### config.mk
export PLATFORM = sky130hd
export DESIGN_NAME = eic_top
export DESIGN_NICKNAME = d
export VERILOG_FILES = /design/src/inc/eic_pkg.sv /design/src/hw/eic_sync.sv /design/src/hw/eic_top.sv
export SDC_FILE = /design/constraint.sdc
export NUM_CORES = 1
export LEC_CHECK = 0
export CORE_ASPECT_RATIO = 1.4
export CORE_MARGIN = 2
export CORE_UTILIZATION = 50
export CTS_CLUSTER_SIZE = 40
export DETAILED_ROUTE_END_ITERATION = 12
export DONT_BUFFER_PORTS = 1
export GPL_TIMING_DRIVEN = 0
export PLACE_DENSITY = 0.65
export SLEW_MARGIN = 10
export SYNTH_ARGS = -nofsm -noshare
export SYNTH_HDL_FRONTEND = slang
export SYNTH_HIERARCHICAL = 1
export SYNTH_SLANG_ARGS = --single-unit
### constraint.sdc
create_clock -name mclk_i -period 2.3 [get_ports mclk_i]
set_input_delay 0.23 -clock mclk_i [delete_from_list [all_inputs] [get_ports mclk_i]]
set_output_delay 0.23 -clock mclk_i [all_outputs]
set_load 0.02 [all_outputs]
### src/inc/eic_pkg.sv
// package: constants and types for the exception and interrupt control unit
package eic_pkg;

    // ****************************************
    // control register indices
    // ****************************************
    localparam logic [2:0] CTL_STATE     = 3'h0;
    localparam logic [2:0] CTL_EXC_SAVED = 3'h1;
    localparam logic [2:0] CTL_BRK_SAVED = 3'h2;
    localparam logic [2:0] CTL_IRQ_MASK  = 3'h3;
    localparam logic [2:0] CTL_IRQ_ACT   = 3'h4;
    localparam logic [2:0] CTL_CPU_ID    = 3'h5;

    // ****************************************
    // fields and reset values
    // ****************************************
    localparam int          IRQ_LINES        = 32;
    localparam int          GIE_POS          = 0;
    localparam logic [31:0] STATE_RESET      = 32'h0000_0000;
    localparam logic [31:0] MASK_RESET       = 32'h0000_0000;
    localparam logic [31:0] SAVED_RESET      = 32'h0000_0000;
    localparam logic [31:0] ADDR_RESET       = 32'h0000_0000;
    localparam logic [31:0] INSN_BYTES       = 32'h0000_0004;
    localparam int          SYNC_STAGES      = 2;

    // ****************************************
    // types
    // ****************************************
    typedef enum logic [1:0] {
        MODE_NORMAL = 2'b01,
        MODE_DEBUG  = 2'b10
    } eic_mode_t;

    // one retiring instruction as seen by this unit
    typedef struct packed {
        logic        valid;      // instruction boundary reached
        logic [31:0] pc;         // address of retiring instruction
        logic        is_trap;
        logic        is_unimpl;
        logic        is_eret;
        logic        is_break;
        logic        is_bret;
        logic        ctl_wr;
        logic [2:0]  ctl_idx;
        logic [31:0] ctl_wdata;
    } eic_retire_t;

    // fetch redirect produced by this unit
    typedef struct packed {
        logic        valid;
        logic [31:0] target;
    } eic_redirect_t;

endpackage : eic_pkg

### src/hw/eic_sync.sv
// two-flop synchroniser for a vector of asynchronous levels
`timescale 1ns/1ps
module eic_sync #(
    parameter int WIDTH = 32
) (
    // clock and reset
    input  wire logic             mclk_i,
    input  wire logic             rst_b_i,
    // levels
    input  wire logic [WIDTH-1:0] async_i,
    output logic      [WIDTH-1:0] sync_o
);
    logic [WIDTH-1:0] meta_q;

    // first stage feeds only the second
    always_ff @(posedge mclk_i or negedge rst_b_i) begin
        if (!rst_b_i) begin
            meta_q <= '0;
            sync_o <= '0;
        end else begin
            meta_q <= async_i;
            sync_o <= meta_q;
        end
    end
endmodule : eic_sync

### src/hw/eic_top.sv
// exception, interrupt and debug-mode control unit
//
// How it works
// RULE_01: global enable clear means request lines are ignored, no interrupt taken.
// RULE_02: interrupt taken when enable set and some line asserted with its mask bit.
// RULE_03: mask bit n enables request line n when one, disables when zero.
// RULE_04: active bit n is line n and mask n; writes have no effect.
// RULE_05: identifier register returns a fixed constant; writes ignored.
// RULE_06: exception entry saves state register then clears global enable.
// RULE_07: exception entry loads return address with next instruction, redirects to handler.
// RULE_08: handler address is a fixed parameter, not software writable.
// RULE_09: exception return copies saved state back into state register.
// RULE_10: debug break copies state register into break saved state.
// RULE_11: reset leaves the unit in normal mode.
// RULE_12: debug mode entered only by break instruction or forced hardware break.
// RULE_13: leaving debug mode restores state held before the break.
// RULE_14: trap instruction takes a software trap through common entry.
// RULE_15: unimplemented instruction takes an exception, never undefined behaviour.
// RULE_16: peripherals hold requests asserted until serviced.
// RULE_17: break temp, break return and break saved state belong to debug mode.
// RULE_18: handler classifies interrupt via saved enable and nonzero active register.
// RULE_19: service routine hides its request before returning or re-enabling.
// RULE_20: routine saves exception state and return address before nesting.
// RULE_21: writing one to global enable re-enables interrupts, allowing nesting.
// RULE_22: reset clears whole state register to zero.
// RULE_23: exception return redirects to the exception return address.
// RULE_24: break writes next-instruction address into break return address.
// RULE_25: break return restores state from break copy, resumes at break return address.
// RULE_26: interrupts recognised only at instruction boundaries.
// RULE_27: active register is synchronised requests anded with mask each cycle.
`timescale 1ns/1ps
module eic_top
    import eic_pkg::*;
#(
    parameter logic [31:0] EXC_HANDLER_ADDR = 32'h0000_0020,  // fixed at generation
    parameter logic [31:0] BRK_HANDLER_ADDR = 32'h0000_0040,  // fixed at generation
    parameter logic [31:0] CPU_ID_VALUE     = 32'h0000_00a5   // arbitrary value
) (
    // clock and reset
    input  wire logic                 mclk_i,
    input  wire logic                 rst_b_i,
    // peripheral requests, asynchronous levels
    input  wire logic [IRQ_LINES-1:0] interrupt_request_lines_i,
    // debug module forced break, asynchronous level
    input  wire logic                 debug_break_req_i,
    // retiring instruction from the pipeline
    input  wire eic_retire_t          retire_i,
    // control register read port
    input  wire logic [2:0]           ctl_rd_idx_i,
    output logic      [31:0]          ctl_rdata_o,
    // fetch redirect and taken-exception view
    output eic_redirect_t             redirect_o,
    output logic                      irq_taken_o,
    output logic                      debug_mode_o,
    output logic      [31:0]          exception_return_addr_reg_o,
    output logic      [31:0]          break_return_addr_reg_o
);

    // ****************************************
    // state
    // ****************************************
    logic [31:0]          state_q;
    logic [31:0]          exc_saved_q;
    logic [31:0]          brk_saved_q;
    logic [31:0]          mask_q;
    logic [31:0]          ea_q;
    logic [31:0]          ba_q;
    eic_mode_t            mode_q;
    logic [IRQ_LINES-1:0] irq_sync;
    logic                 brk_sync;
    logic                 brk_seen_q;
    logic                 brk_pend_q;
    logic [31:0]          active;
    logic                 irq_fire;
    logic                 exc_take;
    logic                 brk_take;
    logic                 hw_brk;
    logic [31:0]          next_pc;
    logic                 wr_ok;

    // ****************************************
    // request synchronisers
    // ****************************************
    eic_sync #(.WIDTH(IRQ_LINES)) u_irq_sync (
        .mclk_i  (mclk_i),
        .rst_b_i (rst_b_i),
        .async_i (interrupt_request_lines_i),
        .sync_o  (irq_sync)
    );

    eic_sync #(.WIDTH(1)) u_brk_sync (
        .mclk_i  (mclk_i),
        .rst_b_i (rst_b_i),
        .async_i (debug_break_req_i),
        .sync_o  (brk_sync)
    );

    // ****************************************
    // event decode
    // ****************************************
    assign active   = irq_sync & mask_q;                                   // [RULE_03] [RULE_27]
    // requests only count at a retiring boundary and outside debug mode
    assign irq_fire = retire_i.valid && state_q[GIE_POS] && (|active)      // [RULE_01] [RULE_02]
                      && (mode_q == MODE_NORMAL);                           // [RULE_26]
    // forced break edge, so a held request breaks once; the edge is kept
    // pending until a boundary takes it, else a rise between retires is lost
    assign hw_brk   = (brk_pend_q || (brk_sync && !brk_seen_q)) && (mode_q == MODE_NORMAL);
    assign brk_take = retire_i.valid && (mode_q == MODE_NORMAL)
                      && (retire_i.is_break || hw_brk);                     // [RULE_12]
    // break has priority over every exception
    assign exc_take = !brk_take && retire_i.valid
                      && (irq_fire || retire_i.is_trap                      // [RULE_14]
                          || retire_i.is_unimpl);                           // [RULE_15]
    assign next_pc  = retire_i.pc + INSN_BYTES;
    assign wr_ok    = retire_i.valid && retire_i.ctl_wr && !brk_take && !exc_take;

    always_ff @(posedge mclk_i or negedge rst_b_i) begin
        if (!rst_b_i) begin
            brk_seen_q <= 1'b0;
        end else begin
            brk_seen_q <= brk_sync;
        end
    end

    always_ff @(posedge mclk_i or negedge rst_b_i) begin
        if (!rst_b_i) begin
            brk_pend_q <= 1'b0;
        end else begin
            brk_pend_q <= hw_brk && !brk_take;                              // [RULE_12]
        end
    end

    // ****************************************
    // operating mode
    // ****************************************
    always_ff @(posedge mclk_i or negedge rst_b_i) begin
        if (!rst_b_i) begin
            mode_q <= MODE_NORMAL;                                          // [RULE_11]
        end else if (brk_take) begin
            mode_q <= MODE_DEBUG;                                           // [RULE_12]
        end else if (retire_i.valid && retire_i.is_bret && mode_q == MODE_DEBUG) begin
            mode_q <= MODE_NORMAL;                                          // [RULE_13]
        end
    end

    // ****************************************
    // state register
    // ****************************************
    always_ff @(posedge mclk_i or negedge rst_b_i) begin
        if (!rst_b_i) begin
            state_q <= STATE_RESET;                                         // [RULE_22]
        end else if (brk_take || exc_take) begin
            state_q[GIE_POS] <= 1'b0;                                       // [RULE_06]
        end else if (retire_i.valid && retire_i.is_eret) begin
            state_q <= exc_saved_q;                                         // [RULE_09]
        end else if (retire_i.valid && retire_i.is_bret && mode_q == MODE_DEBUG) begin
            state_q <= brk_saved_q;                                         // [RULE_25] [RULE_13]
        end else if (wr_ok && retire_i.ctl_idx == CTL_STATE) begin
            // only the enable bit is defined, the rest read zero
            state_q <= {31'h0000_0000, retire_i.ctl_wdata[GIE_POS]};         // [RULE_21]
        end
    end

    // ****************************************
    // saved copies
    // ****************************************
    always_ff @(posedge mclk_i or negedge rst_b_i) begin
        if (!rst_b_i) begin
            exc_saved_q <= SAVED_RESET;
        end else if (exc_take) begin
            exc_saved_q <= state_q;                                         // [RULE_06]
        end else if (wr_ok && retire_i.ctl_idx == CTL_EXC_SAVED) begin
            exc_saved_q <= {31'h0000_0000, retire_i.ctl_wdata[GIE_POS]};
        end
    end

    always_ff @(posedge mclk_i or negedge rst_b_i) begin
        if (!rst_b_i) begin
            brk_saved_q <= SAVED_RESET;
        end else if (brk_take) begin
            brk_saved_q <= state_q;                                         // [RULE_10] [RULE_17]
        end else if (wr_ok && retire_i.ctl_idx == CTL_BRK_SAVED) begin
            brk_saved_q <= {31'h0000_0000, retire_i.ctl_wdata[GIE_POS]};
        end
    end

    always_ff @(posedge mclk_i or negedge rst_b_i) begin
        if (!rst_b_i) begin
            mask_q <= MASK_RESET;
        end else if (wr_ok && retire_i.ctl_idx == CTL_IRQ_MASK) begin
            mask_q <= retire_i.ctl_wdata;                                   // [RULE_03]
        end
    end
    // writes to the active and identifier indices fall through unstored [RULE_04] [RULE_05]

    // ****************************************
    // return addresses
    // ****************************************
    always_ff @(posedge mclk_i or negedge rst_b_i) begin
        if (!rst_b_i) begin
            ea_q <= ADDR_RESET;
        end else if (exc_take) begin
            ea_q <= next_pc;                                                // [RULE_07]
        end
    end

    always_ff @(posedge mclk_i or negedge rst_b_i) begin
        if (!rst_b_i) begin
            ba_q <= ADDR_RESET;
        end else if (brk_take) begin
            ba_q <= next_pc;                                                // [RULE_24] [RULE_17]
        end
    end

    // ****************************************
    // redirect
    // ****************************************
    always_ff @(posedge mclk_i or negedge rst_b_i) begin
        if (!rst_b_i) begin
            redirect_o  <= '0;
            irq_taken_o <= 1'b0;
        end else begin
            irq_taken_o <= exc_take && irq_fire;
            if (brk_take) begin
                redirect_o <= '{valid: 1'b1, target: BRK_HANDLER_ADDR};
            end else if (exc_take) begin
                redirect_o <= '{valid: 1'b1, target: EXC_HANDLER_ADDR};     // [RULE_07] [RULE_08]
            end else if (retire_i.valid && retire_i.is_eret) begin
                redirect_o <= '{valid: 1'b1, target: ea_q};                 // [RULE_23]
            end else if (retire_i.valid && retire_i.is_bret && mode_q == MODE_DEBUG) begin
                redirect_o <= '{valid: 1'b1, target: ba_q};                 // [RULE_25]
            end else begin
                redirect_o <= '0;
            end
        end
    end

    // ****************************************
    // read port
    // ****************************************
    always_ff @(posedge mclk_i or negedge rst_b_i) begin
        if (!rst_b_i) begin
            ctl_rdata_o <= 32'h0000_0000;
        end else begin
            unique case (ctl_rd_idx_i)
                CTL_STATE:     ctl_rdata_o <= state_q;
                CTL_EXC_SAVED: ctl_rdata_o <= exc_saved_q;
                CTL_BRK_SAVED: ctl_rdata_o <= brk_saved_q;
                CTL_IRQ_MASK:  ctl_rdata_o <= mask_q;
                CTL_IRQ_ACT:   ctl_rdata_o <= active;                       // [RULE_04]
                CTL_CPU_ID:    ctl_rdata_o <= CPU_ID_VALUE;                 // [RULE_05]
                default:       ctl_rdata_o <= 32'h0000_0000;
            endcase
        end
    end

    assign debug_mode_o                = (mode_q == MODE_DEBUG);
    assign exception_return_addr_reg_o = ea_q;
    assign break_return_addr_reg_o     = ba_q;
endmodule : eic_top

==> flow_summary.json <==
{
  "run_status": "finished with violations",
  "failed_checks": "hold timing, setup timing",
  "max_freq_mhz": 402,
  "synthesis.area_sq_mm": 0.0136,
  "top_usage_layer": "met2",
  "synth_most_common_cell": "dfrtp_1",
  "initialDrtViolationCount": 607,
  "wire_per_inst_um": 24.4,
  "first_pass_iters": 5,
  "synthMuxAreaShare_pct": 15.6,
  "setup_ws_ns": -0.185,
  "cp.arrival_ns": 2.88,
  "synth_commonest_cells": "327 x dfrtp_1, 103 x nand2_1, 84 x nor2_1, 72 x mux2i_1, 70 x a22oi_1",
  "rsz0062_at_grt": "true",
  "die_h_um": 199,
  "final-hold-violation-count": 328,
  "synth_top_family_by_area": "multiplexers",
  "place.port_buffers": 0,
  "clock-skew-final_ns": 0.0218,
  "ys_seq_elements": 328,
  "cts_root_buffer": "clkbuf_16",
  "grt_pass1_vias": 10500,
  "syn2layout_area_growth_pct": 27.6,
  "async_reset_ff_share_pct": 100,
  "worst_ep_required_time_ns": 2.70,
  "start_util_pct": 50.8,
  "dieWidth_um": 144,
  "synth.area.top_cells": "dfrtp_1 60%, mux2i_1 5.3%, mux2_2 4.4%",
  "gr-total-overflow": 0,
  "cp_cell_sequence": "a22o_1 > a221oi_2 > and4_4 > a21oi_4 > nor4_4 > buf_6 > clkbuf_16 > mux2_4",
  "cts_max_level": 2,
  "cts_sinks": 328,
  "max_cap_viol_count": 0,
  "regToRegSetupSlack_ns": -0.18,
  "worstMarginPinSlew_ns": 0.854,
  "synth_top_area_share_pct": 60.0,
  "hold_buffers": 96,
  "use_met3_pct": 7.33,
  "numCtsBuffers": 34,
  "io_pins": 243,
  "synthSimpleGateAreaFrac_pct": 9.15,
  "startpoint_type": "flop",
  "clk_pin_slew_ns": 0.06,
  "drive_above_1_share_pct": 20.2,
  "grt_max_degree": 329,
  "antenna_found_initial": 1,
  "netlist_instances": 1105,
  "synth_xor_area_share_pct": 1.80,
  "finalCritPeriodShare_pct": 108,
  "finalSetupTns_ns": -11.73,
  "insertion_delay_ns": 0.53,
  "synthAdderAreaFrac_pct": 0.0918,
  "min_period_ns": 2.48,
  "min_path_type": "in2async",
  "path_class": "reg2reg",
  "dp_hpwl_um": 25600,
  "via_count": 9851,
  "synthFlopType": "dfrtp_1",
  "track_usage_pct": 28.1,
  "cp-end-kind": "flop",
  "grt_use_met1_pct": 31.9,
  "ir_worst_vdd_uv": 683,
  "cpMaxStageDelayCell": "dfrtp_1",
  "p_per_area_mw_per_mm2": 797,
  "yosys.area.top_type": "dfrtp_1",
  "synth-compound-area-share_pct": 9.22,
  "routed_via_density": 5.92,
  "cts_tree": "yes",
  "max_stage_delay_ns": 0.41,
  "p_total_mw": 13.9,
  "largest_reg_flops": 33,
  "synthesis.nets": 1218,
  "drc": 0,
  "cp_max_fo": 6,
  "gp_congestion": 0.870,
  "yosysSeqAreaShare_pct": 60.2,
  "routed_wl_um": 40700,
  "leakagePower_nw": 7.75,
  "setup_viol": 124,
  "grtUsageMet2_pct": 49.5,
  "postRouteAntennaNets": 0,
  "grt_pass1_wl_um": 60300,
  "report.final.slew_viol_count": 0,
  "fp.dieArea_sq_mm": 0.0286,
  "coreArea_sq_mm": 0.0268,
  "synthDistinctLibCells": 57,
  "maxSlewHeadroom_pct": 43.0,
  "yosys_warnings": 6,
  "final_nets": 1386,
  "synth_edf_count": 0,
  "rows": 71,
  "hold_slack_ns": -0.608,
  "top_register": "redirect_o",
  "clockBufferDepth": 3,
  "avgSynthCellArea_sq_um": 12.3
}
[critical path, delay by kind of cell (launching register included)]
family,cells,cell delay [ns]
mux,1,0.30
flops,1,0.41
buf+inv,2,0.43
simple gates,2,0.54
compound gates,3,0.67
[power breakdown]
group | internal [mW] | switching, mW
Clock | 3.85 | 2.35
Combinational | 0.686 | 0.486
Sequential | 6.05 | 0.444
[final timing paths]
path	from	endpoint	cells after the start
worst max-delay path	mask_q[6]	mask_q[7]	8
worst min-delay path	rst_b_i	ctl_rdata_o[21]	0
worst max register to register	mask_q[6]	mask_q[7]	8
worst min register to register	u_brk_sync/meta_q	u_brk_sync/sync_o	0
max in group asynchronous	rst_b_i	state_q[8]	0
min in group mclk_i	retire_i[71]	exception_return_addr_reg_o[30]	2
[through the flow]
step	cell area [sq um]	std cells	utilization [%]	setup slack (ns)
2_1_floorplan	13600	1105	-	0.127
3_3_place_gp	14100	1470	52.5	-0.656
5_1_grt	17400	1665	64.8	-0.188
3_5_place_dp	14100	1472	52.6	-0.699
4_1_cts	17200	1657	64.0	-0.177
6_report	17400	1665	64.8	-0.185
[cell type report]
type	count	area [sq um]
Inverter	54	203
Clock inverter	18	282
Sequential cell	328	8210
Multi-Input combinational cell	655	5220
Buffer	66	488
Fill cell	2077	9430
Timing Repair Buffer	134	1540
Tap cell	365	457
Antenna cell	1	2.50
Clock buffer	44	992
[layer usage]
metal | vias to the layer above | share of wire (%)
met2 | 414 | 52
li1 | 4275 | -
met1 | 5069 | 37
met5 | - | 0
met4 | 0 | 4.0
met3 | 93 | 7.0
[layout by cell type (no fill, tap or decap), drive strengths merged, types with 2 or more instances in the layout]
| cell | instances |
|---|---|
| clkinv | 6 |
| nor2b | 3 |
| and3 | 7 |
| nand2 | 103 |
| nor4 | 3 |
| bufinv | 7 |
| a21oi | 8 |
| and2 | 3 |
| a22o | 8 |
| o21a | 2 |
| o22ai | 34 |
| nand2b | 3 |
| a21o | 3 |
| inv | 54 |
| o21ai | 33 |
| or3 | 2 |
| nor3b | 3 |
| mux2i | 72 |
| dfrtp | 327 |
| dlygate4sd3 | 96 |
| a22oi | 70 |
| nand4 | 29 |
| nor3 | 3 |
| xnor2 | 21 |
| xor2 | 7 |
| mux4 | 21 |
| o31a | 2 |
| a32oi | 7 |
| clkbuf | 91 |
| nor2 | 85 |
| clkinvlp | 5 |
| mux2 | 83 |
| or4 | 2 |
| buf | 57 |
| nand3 | 17 |
| and4 | 4 |
| a221oi | 8 |
[cell families (layout without fill, tap and decap cells)]
family / Yosys count / in the layout
flip-flops: 328 / 328
AND/OR/NAND/NOR: 269 / 269
AO/OA/AOI/OAI: 181 / 181
multiplexers: 176 / 176
buffers and inverters: 122 / 316
XOR/XNOR: 28 / 28
adder cells (fa/ha/maj): 1 / 1
other: 0 / 1
[what timing repair did]
| item | in CTS | in global routing |
|---|---|---|
| cloned | 6 | 5 |
| setup buffers | 22 | 8 |
| pin swaps | 5 | 6 |
| hold endpoints to repair | 437 | 328 |
| endpoints found under the setup margin | 218 | 210 |
| resized for setup | 122 | 52 |
(Power assumes the default switching activity.)
